File: config.mk
export PLATFORM = sky130hd
export DESIGN_NAME = debug_bridge_power_config
export DESIGN_NICKNAME = d
export VERILOG_FILES = /design/src/inc/debug_bridge_pkg.sv /design/src/inc/clk_ctrl_if.sv /design/src/hdl/bridge_clk_synth.sv /design/src/hdl/debug_bridge_power_config.sv
export VERILOG_INCLUDE_DIRS = /design/src /design/src/inc
export SDC_FILE = /design/constraint.sdc
export NUM_CORES = 1
export LEC_CHECK = 0
export ABC_AREA = 1
export CAP_MARGIN = 20
export CORE_MARGIN = 2
export CORE_UTILIZATION = 40
export DETAILED_ROUTE_END_ITERATION = 7
export DONT_BUFFER_PORTS = 1
export HOLD_SLACK_MARGIN = 0.02
export PLACE_DENSITY = 0.65
export SYNTH_ARGS = -nofsm -noshare
export SYNTH_HDL_FRONTEND = slang
export SYNTH_HIERARCHICAL = 1
export SYNTH_SLANG_ARGS = --single-unit
File: constraint.sdc
create_clock -name clk_i -period 4.35 [get_ports clk_i]
set_input_delay 1.305 -clock clk_i [delete_from_list [all_inputs] [get_ports clk_i]]
set_output_delay 1.305 -clock clk_i [all_outputs]
set_load 0.02 [all_outputs]
File: src/inc/debug_bridge_regs.svh
`ifndef DEBUG_BRIDGE_REGS_SVH
`define DEBUG_BRIDGE_REGS_SVH

// Register byte offsets on the APB slave.
`define FEC_OFFSET 12'h000
`define CODING_OFFSET 12'h004
`define STATUS_OFFSET 12'h008

// Feature-enable control fields.
`define FEC_EXT_OFF_BIT 2
`define FEC_REDUCED_CLK_BIT 1
`define FEC_FUSE_GUARD_BIT 0
`define FEC_IMPL_RESET 3'h7
`define FEC_RSVD_VALUE 5'h1f

// Line coding fields.
`define CODING_BAUD_LSB 0
`define CODING_BAUD_MSB 15
`define CODING_PARITY_LSB 16
`define CODING_PARITY_MSB 17
`define CODING_STOP_BIT 18
`define CODING_RESET 19'h00068

// Status fields.
`define STAT_SLEEP_BIT 0
`define STAT_REDUCED_BIT 1
`define STAT_ENUM_BIT 2
`define STAT_DTR_BIT 3
`define STAT_HIGH_V_BIT 4
`define STAT_BOOT_BIT 5

// Clocking and timing.
`define SYS_CLK_MHZ 200
`define OUT_CLK_LOW_V_MHZ 8
`define OUT_CLK_HIGH_V_MHZ 16
`define OUT_CLK_REDUCED_MHZ 1
`define ENUM_TIMEOUT_MS 5000
`define LED_BOOT_MS 100
`define LED_FLASH_HALF_MS 50
`define ENUM_TIMEOUT_CYC (`ENUM_TIMEOUT_MS * 1000 * `SYS_CLK_MHZ)
`define LED_BOOT_CYC (`LED_BOOT_MS * 1000 * `SYS_CLK_MHZ)
`define LED_FLASH_HALF_CYC (`LED_FLASH_HALF_MS * 1000 * `SYS_CLK_MHZ)

`endif

File: src/inc/debug_bridge_pkg.sv
package debug_bridge_pkg;

    typedef enum logic [2:0] {
        ST_BOOT = 3'b001,
        ST_RUN = 3'b010,
        ST_SLEEP = 3'b100
    } bridge_state_t;

    typedef logic [4:0] clk_mhz_t;

endpackage : debug_bridge_pkg

File: src/inc/clk_ctrl_if.sv
`timescale 1ns/10ps
interface clk_ctrl_if;
    import debug_bridge_pkg::*;
    logic enable;
    clk_mhz_t freq_mhz;
    modport ctrl (output enable, output freq_mhz);
    modport gen (input enable, input freq_mhz);
endinterface : clk_ctrl_if

File: src/hdl/bridge_clk_synth.sv
`timescale 1ns/10ps
`include "debug_bridge_regs.svh"
module bridge_clk_synth
    import debug_bridge_pkg::*;
(
    input wire logic clk_i,
    input wire logic rst_i,
    clk_ctrl_if.gen ctrl,
    output logic clk_out_o
);
    // Phase accumulator toggles the output 2*f times per 200 cycles, so the
    // mean rate is exact; 8 and 16 MHz carry up to one cycle of edge jitter.
    localparam logic [8:0] MOD = 9'(`SYS_CLK_MHZ);

    logic [8:0] acc_r;
    logic [8:0] acc_nxt;
    logic clk_r;
    logic clk_nxt;
    logic [8:0] sum;

    always_comb begin
        sum = acc_r + {3'h0, ctrl.freq_mhz, 1'b0};
        acc_nxt = acc_r;
        clk_nxt = clk_r;
        if (!ctrl.enable) begin
            acc_nxt = 9'h000;
            clk_nxt = 1'b0;
        end else if (sum >= MOD) begin
            acc_nxt = sum - MOD;
            clk_nxt = ~clk_r;
        end else begin
            acc_nxt = sum;
        end
    end

    always_ff @(posedge clk_i) begin
        if (rst_i) begin
            acc_r <= 9'h000;
            clk_r <= 1'b0;
        end else begin
            acc_r <= acc_nxt;
            clk_r <= clk_nxt;
        end
    end

    assign clk_out_o = clk_r;

endmodule : bridge_clk_synth

File: src/hdl/debug_bridge_power_config.sv
// Notes on behaviour
// UART pins toward the target stay undriven until the host raises DTR.
// One composite USB device carries a debugger and a serial function.
// Baud, parity and stop bits are selectable and the target must match.
// The LED is lit at boot, dark in use and flashing while programming.
// Clock output is 8 MHz for a 3.3 V target and 16 MHz for 5.0 V.
// With extended-off at 0, no USB enumeration within 5 s leads to sleep.
// Sleep disables the clock output, serial port, programming and debug.
// Reduced-clock bit 0 gives 1 MHz system clock and 1 the default clock.
// Reduced clock: 1 MHz output, serial on, programming and debug off.
// Fuse guard at 1 refuses critical fuse writes; at 0 all are allowed (here every fuse write is refused while link_en_r is low).
// After reset everything is enabled with no configuration write needed.
// Upper feature-enable bits read as one and ignore writes.
//
// The address map and the APB slave port are this design's own decisions.
`timescale 1ns/10ps
`include "debug_bridge_regs.svh"
module debug_bridge_power_config
    import debug_bridge_pkg::*;
#(
    parameter int unsigned ENUM_TIMEOUT_CYC = `ENUM_TIMEOUT_CYC,
    parameter int unsigned LED_BOOT_CYC = `LED_BOOT_CYC,
    parameter int unsigned LED_FLASH_HALF_CYC = `LED_FLASH_HALF_CYC
) (
    input wire logic clk_i,
    input wire logic rst_i,
    input wire logic psel_i,
    input wire logic penable_i,
    input wire logic pwrite_i,
    input wire logic [11:0] paddr_i,
    input wire logic [31:0] pwdata_i,
    input wire logic [3:0] pstrb_i,
    output logic [31:0] prdata_o,
    output logic pready_o,
    output logic pslverr_o,
    input wire logic usb_enumerated_i,
    input wire logic dtr_i,
    input wire logic target_high_v_i,
    input wire logic prog_active_i,
    input wire logic fuse_wr_req_i,
    input wire logic fuse_critical_i,
    input wire logic uart_txd_i,
    input wire logic uart_rxd_i,
    output logic uart_txd_o,
    output logic uart_txd_oe_o,
    output logic uart_rxd_o,
    output logic [15:0] baud_div_o,
    output logic [1:0] parity_o,
    output logic stop2_o,
    output logic usb_debug_func_en_o,
    output logic usb_serial_func_en_o,
    output logic single_wire_prog_link_en_o,
    output logic debug_en_o,
    output logic sysclk_reduced_o,
    output logic fuse_wr_accept_o,
    output logic fuse_wr_refuse_o,
    output logic status_led_o,
    output logic clk_out_o
);

    // Bus slave state.
    logic pready_r;
    logic pready_nxt;
    logic pslverr_r;
    logic pslverr_nxt;
    logic [31:0] prdata_r;
    logic [31:0] prdata_nxt;
    logic [2:0] fec_r;
    logic [2:0] fec_nxt;
    logic [18:0] coding_r;
    logic [18:0] coding_nxt;

    // Mode state.
    bridge_state_t state_r;
    bridge_state_t state_nxt;
    logic [31:0] boot_cnt_r;
    logic [31:0] boot_cnt_nxt;
    logic [31:0] tmo_cnt_r;
    logic [31:0] tmo_cnt_nxt;
    logic enum_seen_r;
    logic enum_seen_nxt;
    logic [31:0] flash_cnt_r;
    logic [31:0] flash_cnt_nxt;
    logic led_r;
    logic led_nxt;

    // Pin and function state.
    logic txd_r;
    logic txd_nxt;
    logic txd_oe_r;
    logic txd_oe_nxt;
    logic rxd_r;
    logic rxd_nxt;
    logic link_en_r;
    logic link_en_nxt;
    logic serial_en_r;
    logic serial_en_nxt;
    logic debug_func_r;
    logic debug_func_nxt;
    logic reduced_r;
    logic reduced_nxt;
    logic accept_r;
    logic accept_nxt;
    logic refuse_r;
    logic refuse_nxt;

    logic [31:0] fec_word;
    logic [31:0] status_word;
    logic sleeping;

    clk_ctrl_if clk_ctrl ();

    assign fec_word = {24'h000000, `FEC_RSVD_VALUE, fec_r};
    assign sleeping = (state_r == ST_SLEEP);

    always_comb begin
        status_word = 32'h00000000;
        status_word[`STAT_SLEEP_BIT] = sleeping;
        status_word[`STAT_REDUCED_BIT] = ~fec_r[`FEC_REDUCED_CLK_BIT];
        status_word[`STAT_ENUM_BIT] = enum_seen_r;
        status_word[`STAT_DTR_BIT] = dtr_i;
        status_word[`STAT_HIGH_V_BIT] = target_high_v_i;
        status_word[`STAT_BOOT_BIT] = (state_r == ST_BOOT);
    end

    // APB slave: answer decoded in the setup cycle, pready high in the
    // first access cycle, so every transfer has zero wait states.
    always_comb begin
        pready_nxt = psel_i & ~penable_i;
        pslverr_nxt = 1'b0;
        prdata_nxt = prdata_r;
        fec_nxt = fec_r;
        coding_nxt = coding_r;
        if (psel_i && !penable_i) begin
            prdata_nxt = 32'h00000000;
            case (paddr_i)
                `FEC_OFFSET: begin
                    prdata_nxt = fec_word;
                end
                `CODING_OFFSET: begin
                    prdata_nxt = {13'h0000, coding_r};
                end
                `STATUS_OFFSET: begin
                    prdata_nxt = status_word;
                    pslverr_nxt = pwrite_i;
                end
                default: begin
                    pslverr_nxt = 1'b1;
                end
            endcase
        end
        if (psel_i && penable_i && pready_r && pwrite_i && !pslverr_r) begin
            case (paddr_i)
                `FEC_OFFSET: begin
                    if (pstrb_i[0]) begin
                        fec_nxt = pwdata_i[2:0];
                    end
                end
                `CODING_OFFSET: begin
                    if (pstrb_i[0]) begin
                        coding_nxt[7:0] = pwdata_i[7:0];
                    end
                    if (pstrb_i[1]) begin
                        coding_nxt[15:8] = pwdata_i[15:8];
                    end
                    if (pstrb_i[2]) begin
                        coding_nxt[18:16] = pwdata_i[18:16];
                    end
                end
                default: begin
                    fec_nxt = fec_r;
                end
            endcase
        end
    end

    // Power-up, run and deep-sleep sequencing.
    always_comb begin
        state_nxt = state_r;
        boot_cnt_nxt = boot_cnt_r;
        tmo_cnt_nxt = tmo_cnt_r;
        enum_seen_nxt = enum_seen_r | usb_enumerated_i;
        flash_cnt_nxt = 32'h00000000;
        led_nxt = 1'b0;
        if (!enum_seen_r && tmo_cnt_r < ENUM_TIMEOUT_CYC) begin
            tmo_cnt_nxt = tmo_cnt_r + 32'h00000001;
        end
        case (state_r)
            ST_BOOT: begin
                led_nxt = 1'b1;
                boot_cnt_nxt = boot_cnt_r + 32'h00000001;
                if (boot_cnt_r >= LED_BOOT_CYC - 32'h00000001) begin
                    state_nxt = ST_RUN;
                    led_nxt = 1'b0;
                end
            end
            ST_RUN: begin
                if (prog_active_i && link_en_r) begin
                    led_nxt = led_r;
                    flash_cnt_nxt = flash_cnt_r + 32'h00000001;
                    if (flash_cnt_r >= LED_FLASH_HALF_CYC - 32'h00000001) begin
                        flash_cnt_nxt = 32'h00000000;
                        led_nxt = ~led_r;
                    end
                end
            end
            ST_SLEEP: begin
                led_nxt = 1'b0;
            end
            default: begin
                state_nxt = ST_SLEEP;
            end
        endcase
        // Only a reset leaves deep sleep.
        if (!fec_r[`FEC_EXT_OFF_BIT] && !enum_seen_r
            && tmo_cnt_r >= ENUM_TIMEOUT_CYC) begin
            state_nxt = ST_SLEEP;
            led_nxt = 1'b0;
        end
    end

    // Function enables, UART pins and the fuse filter.
    always_comb begin
        serial_en_nxt = ~sleeping;
        debug_func_nxt = ~sleeping;
        link_en_nxt = ~sleeping & fec_r[`FEC_REDUCED_CLK_BIT];
        reduced_nxt = ~fec_r[`FEC_REDUCED_CLK_BIT];
        txd_oe_nxt = dtr_i & ~sleeping;
        txd_nxt = txd_oe_nxt ? uart_txd_i : 1'b1;
        rxd_nxt = txd_oe_nxt ? uart_rxd_i : 1'b1;
        accept_nxt = 1'b0;
        refuse_nxt = 1'b0;
        if (fuse_wr_req_i) begin
            if (!link_en_r) begin
                refuse_nxt = 1'b1;
            end else if (fec_r[`FEC_FUSE_GUARD_BIT] && fuse_critical_i) begin
                refuse_nxt = 1'b1;
            end else begin
                accept_nxt = 1'b1;
            end
        end
    end

    // Clock output request for the synthesiser.
    always_comb begin
        clk_ctrl.enable = ~sleeping;
        if (!fec_r[`FEC_REDUCED_CLK_BIT]) begin
            clk_ctrl.freq_mhz = 5'(`OUT_CLK_REDUCED_MHZ);
        end else if (target_high_v_i) begin
            clk_ctrl.freq_mhz = 5'(`OUT_CLK_HIGH_V_MHZ);
        end else begin
            clk_ctrl.freq_mhz = 5'(`OUT_CLK_LOW_V_MHZ);
        end
    end

    always_ff @(posedge clk_i) begin
        if (rst_i) begin
            pready_r <= 1'b0;
            pslverr_r <= 1'b0;
            prdata_r <= 32'h00000000;
            fec_r <= `FEC_IMPL_RESET;
            coding_r <= `CODING_RESET;
            state_r <= ST_BOOT;
            boot_cnt_r <= 32'h00000000;
            tmo_cnt_r <= 32'h00000000;
            enum_seen_r <= 1'b0;
            flash_cnt_r <= 32'h00000000;
            led_r <= 1'b1;
            txd_r <= 1'b1;
            txd_oe_r <= 1'b0;
            rxd_r <= 1'b1;
            link_en_r <= 1'b1;
            serial_en_r <= 1'b1;
            debug_func_r <= 1'b1;
            reduced_r <= 1'b0;
            accept_r <= 1'b0;
            refuse_r <= 1'b0;
        end else begin
            pready_r <= pready_nxt;
            pslverr_r <= pslverr_nxt;
            prdata_r <= prdata_nxt;
            fec_r <= fec_nxt;
            coding_r <= coding_nxt;
            state_r <= state_nxt;
            boot_cnt_r <= boot_cnt_nxt;
            tmo_cnt_r <= tmo_cnt_nxt;
            enum_seen_r <= enum_seen_nxt;
            flash_cnt_r <= flash_cnt_nxt;
            led_r <= led_nxt;
            txd_r <= txd_nxt;
            txd_oe_r <= txd_oe_nxt;
            rxd_r <= rxd_nxt;
            link_en_r <= link_en_nxt;
            serial_en_r <= serial_en_nxt;
            debug_func_r <= debug_func_nxt;
            reduced_r <= reduced_nxt;
            accept_r <= accept_nxt;
            refuse_r <= refuse_nxt;
        end
    end

    bridge_clk_synth u_clk_synth (
        .clk_i(clk_i),
        .rst_i(rst_i),
        .ctrl(clk_ctrl.gen),
        .clk_out_o(clk_out_o)
    );

    assign prdata_o = prdata_r;
    assign pready_o = pready_r;
    assign pslverr_o = pslverr_r;
    assign uart_txd_o = txd_r;
    assign uart_txd_oe_o = txd_oe_r;
    assign uart_rxd_o = rxd_r;
    assign baud_div_o = coding_r[`CODING_BAUD_MSB:`CODING_BAUD_LSB];
    assign parity_o = coding_r[`CODING_PARITY_MSB:`CODING_PARITY_LSB];
    assign stop2_o = coding_r[`CODING_STOP_BIT];
    assign usb_debug_func_en_o = debug_func_r;
    assign usb_serial_func_en_o = serial_en_r;
    assign single_wire_prog_link_en_o = link_en_r;
    assign debug_en_o = link_en_r;
    assign sysclk_reduced_o = reduced_r;
    assign fuse_wr_accept_o = accept_r;
    assign fuse_wr_refuse_o = refuse_r;
    assign status_led_o = led_r;

endmodule : debug_bridge_power_config

==> results of run 1 <==
cell families after synthesis:
| group | synth area share, % |
|---|---|
| compound gates | 7.12 |
| other cells | 0.0428 |
| xor+xnor | 3.40 |
| flops | 36.8 |
| simple gates | 42.0 |
| buf+inv | 8.90 |
| fa+ha+maj | 1.80 |
sequential cells by signal, summed over array words and instances, names as in the netlist, 3 cells and up:
| register | cells |
|---|---|
| state_r | 3 |
| flash_cnt_r | 32 |
| prdata_o | 19 |
| u_clk_synth/acc_r | 8 |
| boot_cnt_r | 32 |
| fec_r | 3 |
| tmo_cnt_r | 32 |
| coding_r | 19 |
worst min-delay path by stage:
stage | from | endpoint | slack (ns) | depth (start not counted)
final | tmo_cnt_r[30] | tmo_cnt_r[30] | 0.42 | 2
after floorplan | tmo_cnt_r[30] | tmo_cnt_r[30] | 0.40 | 2
after detailed placement | tmo_cnt_r[30] | tmo_cnt_r[30] | 0.42 | 2
after global routing | tmo_cnt_r[30] | tmo_cnt_r[30] | 0.43 | 2
after global placement | tmo_cnt_r[30] | tmo_cnt_r[30] | 0.41 | 2
after CTS | tmo_cnt_r[30] | tmo_cnt_r[30] | 0.43 | 2
final cells by class:
type / instances / area [um2] / share of cell area (%)
tap: 280 / 350 / 3.66
multi-input combinational: 1007 / 4850 / 50.6
clock inverter: 15 / 188 / 1.96
inverter: 136 / 512 / 5.34
sequential: 161 / 3220 / 33.6
clock buffer: 17 / 425 / 4.44
timing repair buffer: 4 / 30.0 / 0.313
critical path: stages, from the launching register on:
cell and delay (ns):
dfxtp_1 0.37, inv_1 0.19, ha_1 0.22, inv_1 0.06
fa_1 0.41, xnor2_1 0.33, inv_1 0.13, ha_1 0.24
nand2_1 0.07, inv_1 0.06, nor2_4 0.12, nand3_4 0.11
nand3_4 0.14, nand2_1 0.06, a21oi_1 0.15
through the flow:
stage / hold slack, ns / std cells / cell area, um2 / worst slack [ns]
CTS: 0.427 / 1620 / 9580 / 1.64
floorplan: 0.403 / 1351 / 8850 / 1.38
global placement: 0.411 / 1588 / 8970 / 1.25
detailed placement: 0.415 / 1588 / 8970 / 1.21
finish: 0.424 / 1620 / 9580 / 1.61
global route: 0.435 / 1620 / 9580 / 1.36
where the power goes:
group | total, mW | internal [mW] | switching (mW)
Clock | 1.56 | 0.875 | 0.685
Combinational | 0.473 | 0.156 | 0.317
Sequential | 1.56 | 1.52 | 0.0437
Total | 3.60 | 2.55 | 1.05
metal layers:
| metal | up-vias | global-route usage, % |
|---|---|---|
| li1 | 4156 | - |
| met1 | 3515 | 22.3 |
| met2 | 110 | 28.9 |
| met3 | 27 | 4.31 |
| met4 | 0 | 5.38 |
| met5 | - | 0 |
placed cells by master (no fill, tap or decap), drive strengths merged:
cell	n
nor2	209
clkinv	4
buf	4
o21a	2
dfxtp	161
nor3b	4
a31oi	2
nor3	23
xnor2	11
nand3	114
nand2	428
a21oi	91
ha	11
nand3b	12
clkinvlp	3
clkbuf	17
bufinv	2
xor2	23
o21ai	23
conb	24
fa	1
or2	3
nor4	2
and2	2
inv	142
nand4	19
o21bai	1
a21boi	1
o211ai	1
==> impl_metrics.ini, run 1 <==
[worst_setup_path]
path_class = reg -> reg
rrSetupSlack_ns = 1.61
critical_path.max_fanout = 9
worst-r2r-cell-count = 14
endpoint_kind = register
crit_start = fec_r[1]
worstReg2RegStart = fec_r[1]
worstPathRequired_ns = 4.70
critPathLaunchType = register
cp.arrival_ns = 3.09
cp-endpoint = u_clk_synth/acc_r[5]
r2r_end = u_clk_synth/acc_r[5]

[floorplanning]
die-area_mm2 = 0.0231
ios = 126
fp.dieH_um = 152
initial_core_util_pct = 40.4
die_w_um = 152
num_rows = 54
core_area_mm2 = 0.0217

[finish]
nNetsFinal = 1400
diodes = 0
drive_gt1_share_pct = 8.28
final_util_pct = 44.2
area_growth_pct = 9.25
fillers = 2224

[worst_hold_path]
hold_path.class = reg -> reg

[timing]
rsz0062_at_grt = no
skew_ns = 0.0106
min_period_ns = 2.74
period_share_pct = 62.9
slew_viol_final = 0
hold_viol_final = 0
setup_violations = 0
worst_slew_pin_slew_ns = 0.921
tns_ns = 0
slew_headroom_pct = 38.4
fmax_mhz = 366

[placed_design]
place.gp.congestion = 0.888
dpl.hpwl_um = 14700
io_buffers = 0

[run]
cap_violations = 0

[route]
routed_wl_um = 20100
final_antenna_net_count = 0
wl_met3_um = 814
drtIter0Drc = 464
via_per_inst = 4.82
drt-met1-wl_um = 9480
topRoutingLayerUsed = met4
drc = 0
met2WireLength_um = 9480
via_count = 7808
dr.pass1.iters = 4
wl_per_cell_um = 12.4

[global_route]
grt_max_degree = 91
grt_pass1_vias = 7164
grt.overflow.total = 0
track_usage_pct = 17.4
grt_antenna_before_repair = 0
grt_pass1_wl_um = 33800

[yosys]
syn_avg_cell_area_um2 = 6.60
synth_common_cells = 415 x nand2_1, 187 x nor2_1, 161 x dfxtp_1
synth-edff-count = 0
synth_seq_cells = 161
yosysTopAreaCell = dfxtp_1
netlist_top_cells_area = dfxtp_1 37%, nand2_1 18%, nor2_1 8.0%, nand3_1 5.9%, a21oi_1 5.1%
synth_cells = 1328
ys.flop_type = dfxtp_1
yosysMostFrequentCell = nand2_1
synth_top_area_share_pct = 36.8
ys_types = 44
syn_area_mm2 = 0.00877
yosysWarningCount = 6
synth_seq_area_share_pct = 36.8
async_flop_share_pct = 0

[pwr]
ir_drop_v = 0.000297
power_density_mw_per_mm2 = 375
total_power_mw = 3.60
p_leak_nw = 3.70

[clocking]
cts_tree = built
clk_latency_ns = 0.43
cts.clk_slew.worst_paths_ns = 0.07
clockRootBuffer = clkbuf_16
cts_max_level = 4
clkSinkCount = 161
cts_setup_buffers = 0
cts_hold_buf = 0
clockBufferDepth = 2
cts_made_buffers = 17
cts_resized = 0

[outcome]
outcome = completed
Power figures use the tool's default switching activity.
==> run 2: changes to the inputs <==
Settings changed: PLACE_DENSITY 0.65 to 0.67.
Clock period 4.35 ns to 2.5 ns, I/O delays scaled along.
==> run 2 against run 1 <==
Against the previous run: wire length shrank 0.16%; sequential cell count is the same; final cell count grew 0.74%; total power grew 67%; setup slack lost 1.4 ns; via count grew 2.7%; final area grew 0.29%; utilization grew 0.13 points; largest cell class unchanged; largest power group unchanged; highest routed layer unchanged.
==> impl_metrics.ini, run 2 (synthesis gave the netlist of run 1 again) <==
[outcome]
outcome = completed

[floorplanning]
core_area_mm2 = 0.0217
die_w_um = 152
initial_core_util_pct = 40.4
ios = 126
die-area_mm2 = 0.0231
num_rows = 54
fp.dieH_um = 152

[route]
dr.pass1.iters = 5
routed_wl_um = 20100
via_per_inst = 4.91
drc = 0
via_count = 8015
wl_per_cell_um = 12.3
final_antenna_net_count = 0
drtIter0Drc = 461

[timing]
setup_violations = 0
period_share_pct = 92.4
min_period_ns = 2.31
whs_ns = 0.393
slew_headroom_pct = 65.2
worst_slew_pin_slew_ns = 0.522
fmax_mhz = 433
fin_ws_ns = 0.190
hold_viol_final = 0
tns_ns = 0
slew_viol_final = 0
skew_ns = 0.0109

[placed_design]
place_ws_ns = 0.00826
placed_area_mm2 = 0.00906
dp.cells = 1600
io_buffers = 0
dpl.hpwl_um = 14800
place.gp.congestion = 0.859

[finish]
final_util_pct = 44.3
fillers = 2243
regArea_mm2 = 0.00322
drive_gt1_share_pct = 9.25
nNetsFinal = 1413
finish.instance_area_mm2 = 0.00961
multiInputGateArea_mm2 = 0.00486
diodes = 0
layout_commonest_cell = nand2_1
largestRegisters = boot_cnt_r x32, flash_cnt_r x32, tmo_cnt_r x32
layout_common_cells = 415 x nand2_1, 187 x nor2_1, 161 x dfxtp_1
area_growth_pct = 9.56
fin_cells = 1632

[worst_setup_path]
worstReg2RegStart = fec_r[1]
critPathLaunchType = register
max_stage_delay_ns = 0.36
worstPathRequired_ns = 2.85
worst-r2r-cell-count = 14
crit_slowest_cell = fa_2
cp.arrival_ns = 2.66
cp_cell_sequence = inv_1 > ha_2 > inv_1 > fa_2 > xnor2_2 > inv_1 > ha_1 > nand2_1 > inv_1 > nor2_4 > nand3_4 > nand3_4 > nand2_1 > a21oi_1
critical_path.max_fanout = 9
cp_common_cell = inv_1
endpoint_kind = register
path_class = reg -> reg
crit_start = fec_r[1]

[pwr]
p_leak_nw = 3.73
ir_drop_v = 0.000508
power_density_mw_per_mm2 = 625
total_power_mw = 6.01

[global_route]
track_usage_pct = 17.1
grt_pass1_vias = 7123
grt_pass1_wl_um = 33400
grt.overflow.total = 0
grt_max_degree = 91
grt_antenna_before_repair = 0

[clocking]
clk_latency_ns = 0.43
clockBufferDepth = 2
cts_max_level = 4
cts_tree = built
clkSinkCount = 161
cts_hold_buf = 0
clockRootBuffer = clkbuf_16
cts.clk_slew.worst_paths_ns = 0.07
cts_made_buffers = 17

[run]
cap_violations = 0

[worst_hold_path]
worstHoldPathCells = 1
hold_path.class = in -> reg
hold_start = rst_i
## run 2: cell type report
class	instances	area share, %
clock inverters	13	1.05
multi-input cells	1007	50.6
repair buffers	17	1.33
well taps	280	3.65
inverters	136	5.33
flip-flops and latches	161	33.6
clock buffers	18	4.47
## run 2: routing by layer
layer  vias to the layer above  wire length [um]  global-route usage, %  part of all wire, %
met2                       163              9380                   28.3                   47
met4                         0               285                   4.94                  1.4
li1                       4181                 -                      -                    -
met5                         -                 0                      0                    0
met3                        27               957                   4.25                  4.8
met1                      3644              9460                   22.1                   47
## run 2: critical path, delay by kind of cell, from the launching register on
| family | cells | cell delay [ns] |
|---|---|---|
| flops | 1 | 0.31 |
| buf+inv | 4 | 0.29 |
| xor+xnor | 1 | 0.22 |
| compound gates | 1 | 0.15 |
| simple gates | 5 | 0.48 |
| fa+ha+maj | 3 | 0.76 |
## run 2: path summary, 6_finish.rpt
kind / endpoint / slack (ns)
hold reg to reg: tmo_cnt_r[30] / 0.42
setup reg to reg: u_clk_synth/acc_r[5] / 0.19
hold / removal: state_r[2] / 0.39
setup / recovery: u_clk_synth/acc_r[5] / 0.19
## run 2: where the power goes
| group | internal [mW] | switching (mW) | total [mW] | leakage (nW) |
|---|---|---|---|---|
| Clock | 1.28 | 1.11 | 2.39 | 0.251 |
| Combinational | 0.327 | 0.574 | 0.901 | 2.17 |
| Sequential | 2.64 | 0.0765 | 2.72 | 1.30 |
| Total | 4.25 | 1.76 | 6.01 | 3.73 |
## run 2: repair_timing
action | CTS | global route
setup endpoints to repair | 0 | 7
gates resized for setup | 0 | 3
setup buffers | 0 | 1
==> run 3: changes to the inputs <==
Settings changed: PLACE_DENSITY 0.67 to 0.65.
Clock period 2.5 ns to 2.8 ns, I/O delays scaled along.
==> run 3 against run 2 <==
Against the previous run: clock-buffer cell count unchanged; setup slack improved by 0.047 ns; sequential cell count stayed put; total power is 8.4% lower; final cell count down 0.43%; wire length increased by 1.1%; first-iteration DRC count down 4.3%; utilization shrank 0.075 points; maximum frequency down 9.9%; sequential power decreased by 11%.
==> impl_metrics.ini, run 3 (synthesis gave the netlist of run 1 again) <==
[finish]
area_growth_pct = 9.38
largestRegisters = boot_cnt_r x32, flash_cnt_r x32, tmo_cnt_r x32
layout_commonest_cell = nand2_1
nNetsFinal = 1405
drive_gt1_share_pct = 8.70
layout_common_cells = 415 x nand2_1, 187 x nor2_1, 161 x dfxtp_1
diodes = 0

[worst_setup_path]
crit_start = fec_r[1]
worstReg2RegStart = fec_r[1]
worstPathRequired_ns = 3.13
cp.arrival_ns = 2.89
endpoint_kind = register
path_class = reg -> reg
critPathLaunchType = register
critical_path.max_fanout = 9

[floorplanning]
num_rows = 54
die-area_mm2 = 0.0231
core_area_mm2 = 0.0217
die_w_um = 152
ios = 126
fp.dieH_um = 152
initial_core_util_pct = 40.4

[route]
via_count = 7889
drtIter0Drc = 441
dr.pass1.iters = 4
drc = 0
final_antenna_net_count = 0
via_per_inst = 4.85
routed_wl_um = 20300
wl_per_cell_um = 12.5

[clocking]
cts_max_level = 4
clockBufferDepth = 2
cts_hold_buf = 0
cts.clk_slew.worst_paths_ns = 0.07
clk_latency_ns = 0.43
clockRootBuffer = clkbuf_16
clkSinkCount = 161
cts_made_buffers = 17
cts_tree = built

[worst_hold_path]
hold_path.class = reg -> reg
hold_start = tmo_cnt_r[31]

[pwr]
p_int_mw = 3.89
pwr-share-comb_pct = 13.7
total_power_mw = 5.50
p_sw_mw = 1.61
swShare_pct = 29.3
clkPwrFrac_pct = 42.1
power_density_mw_per_mm2 = 573
p_seq_share_pct = 44.2
p_leak_nw = 3.73
ir_drop_v = 0.000380

[run]
cap_violations = 0

[outcome]
outcome = completed

[timing]
skew_ns = 0.0130
rsz0062_at_grt = no
min_period_ns = 2.56
worst_slew_pin_slew_ns = 0.582
slew_headroom_pct = 61.2
fmax_mhz = 390
fin_ws_ns = 0.238
tns_ns = 0
period_share_pct = 91.5
slew_viol_final = 0
hold_viol_final = 0
setup_violations = 0

[global_route]
track_usage_pct = 17.7
grt.overflow.total = 0
grt_antenna_before_repair = 0
grt_pass1_vias = 7344
grt_max_degree = 91
grt_pass1_wl_um = 34300

[placed_design]
place.gp.congestion = 0.863
io_buffers = 0
dpl.hpwl_um = 15000
place_ws_ns = 0.116
==> run 3: critical path, stage by stage (launching register included) <==
cell and delay [ns]:
dfxtp_1 0.35, inv_1 0.18, ha_1 0.21, inv_1 0.06, fa_1 0.43, xnor2_2 0.23, inv_1 0.11, ha_1 0.22
nand2_1 0.07, inv_1 0.06, nor2_4 0.12, nand3_4 0.11, nand3_4 0.14, nand2_1 0.07, nand2_1 0.07, nor2_1 0.04
==> run 3: power groups by stage <==
stage / Clock [mW] / Sequential [mW] / Combinational [mW]
final: 2.32 / 2.43 / 0.754
after detailed placement: 0 / 2.48 / 0.740
after global routing: 2.46 / 2.44 / 0.866
after global placement: 0 / 2.48 / 0.726
after CTS: 2.36 / 2.43 / 0.746
after floorplan: 0 / 2.46 / 0.653
==> run 3: final timing paths <==
check                           to  slack (ns)  cells after the start
max          u_clk_synth/clk_out_o        0.24                     15
min                  tmo_cnt_r[31]        0.43                      2
max reg2reg  u_clk_synth/clk_out_o        0.24                     15
min reg2reg          tmo_cnt_r[31]        0.43                      2
==> run 3: per-stage QoR <==
stage          hold slack, ns  area [um2]  instances  utilization [%]
2_1_floorplan           0.403        8850       1351                -
3_3_place_gp            0.410        9000       1593             41.5
3_5_place_dp            0.414        9000       1593             41.5
4_1_cts                 0.426        9580       1625             44.2
5_1_grt                 0.440        9590       1625             44.2
6_report                0.426        9590       1625             44.2
==> run 3: layout make-up <==
class | count | area (um2)
Fill cell | 2251 | 12100
Multi-Input combinational cell | 1007 | 4860
Sequential cell | 161 | 3220
Inverter | 136 | 512
Clock buffer | 18 | 439
Tap cell | 280 | 350
Clock inverter | 14 | 140
Timing Repair Buffer | 9 | 67.6
==> run 3: routing by layer <==
metal  up-vias  global-route usage (%)  share of wire (%)
met4         0                    5.83                1.7
met2       134                    29.8                 47
met3        28                    5.08                5.5
met1      3551                    21.7                 46
met5         -                       0                  0
li1       4176                       -                  -
==> run 3: timing repair <==
action | in CTS | in global routing
gates resized for setup | 0 | 1
setup endpoints to repair | 0 | 7
hold endpoints to repair | 0 | 0
buffers inserted | 0 | 0
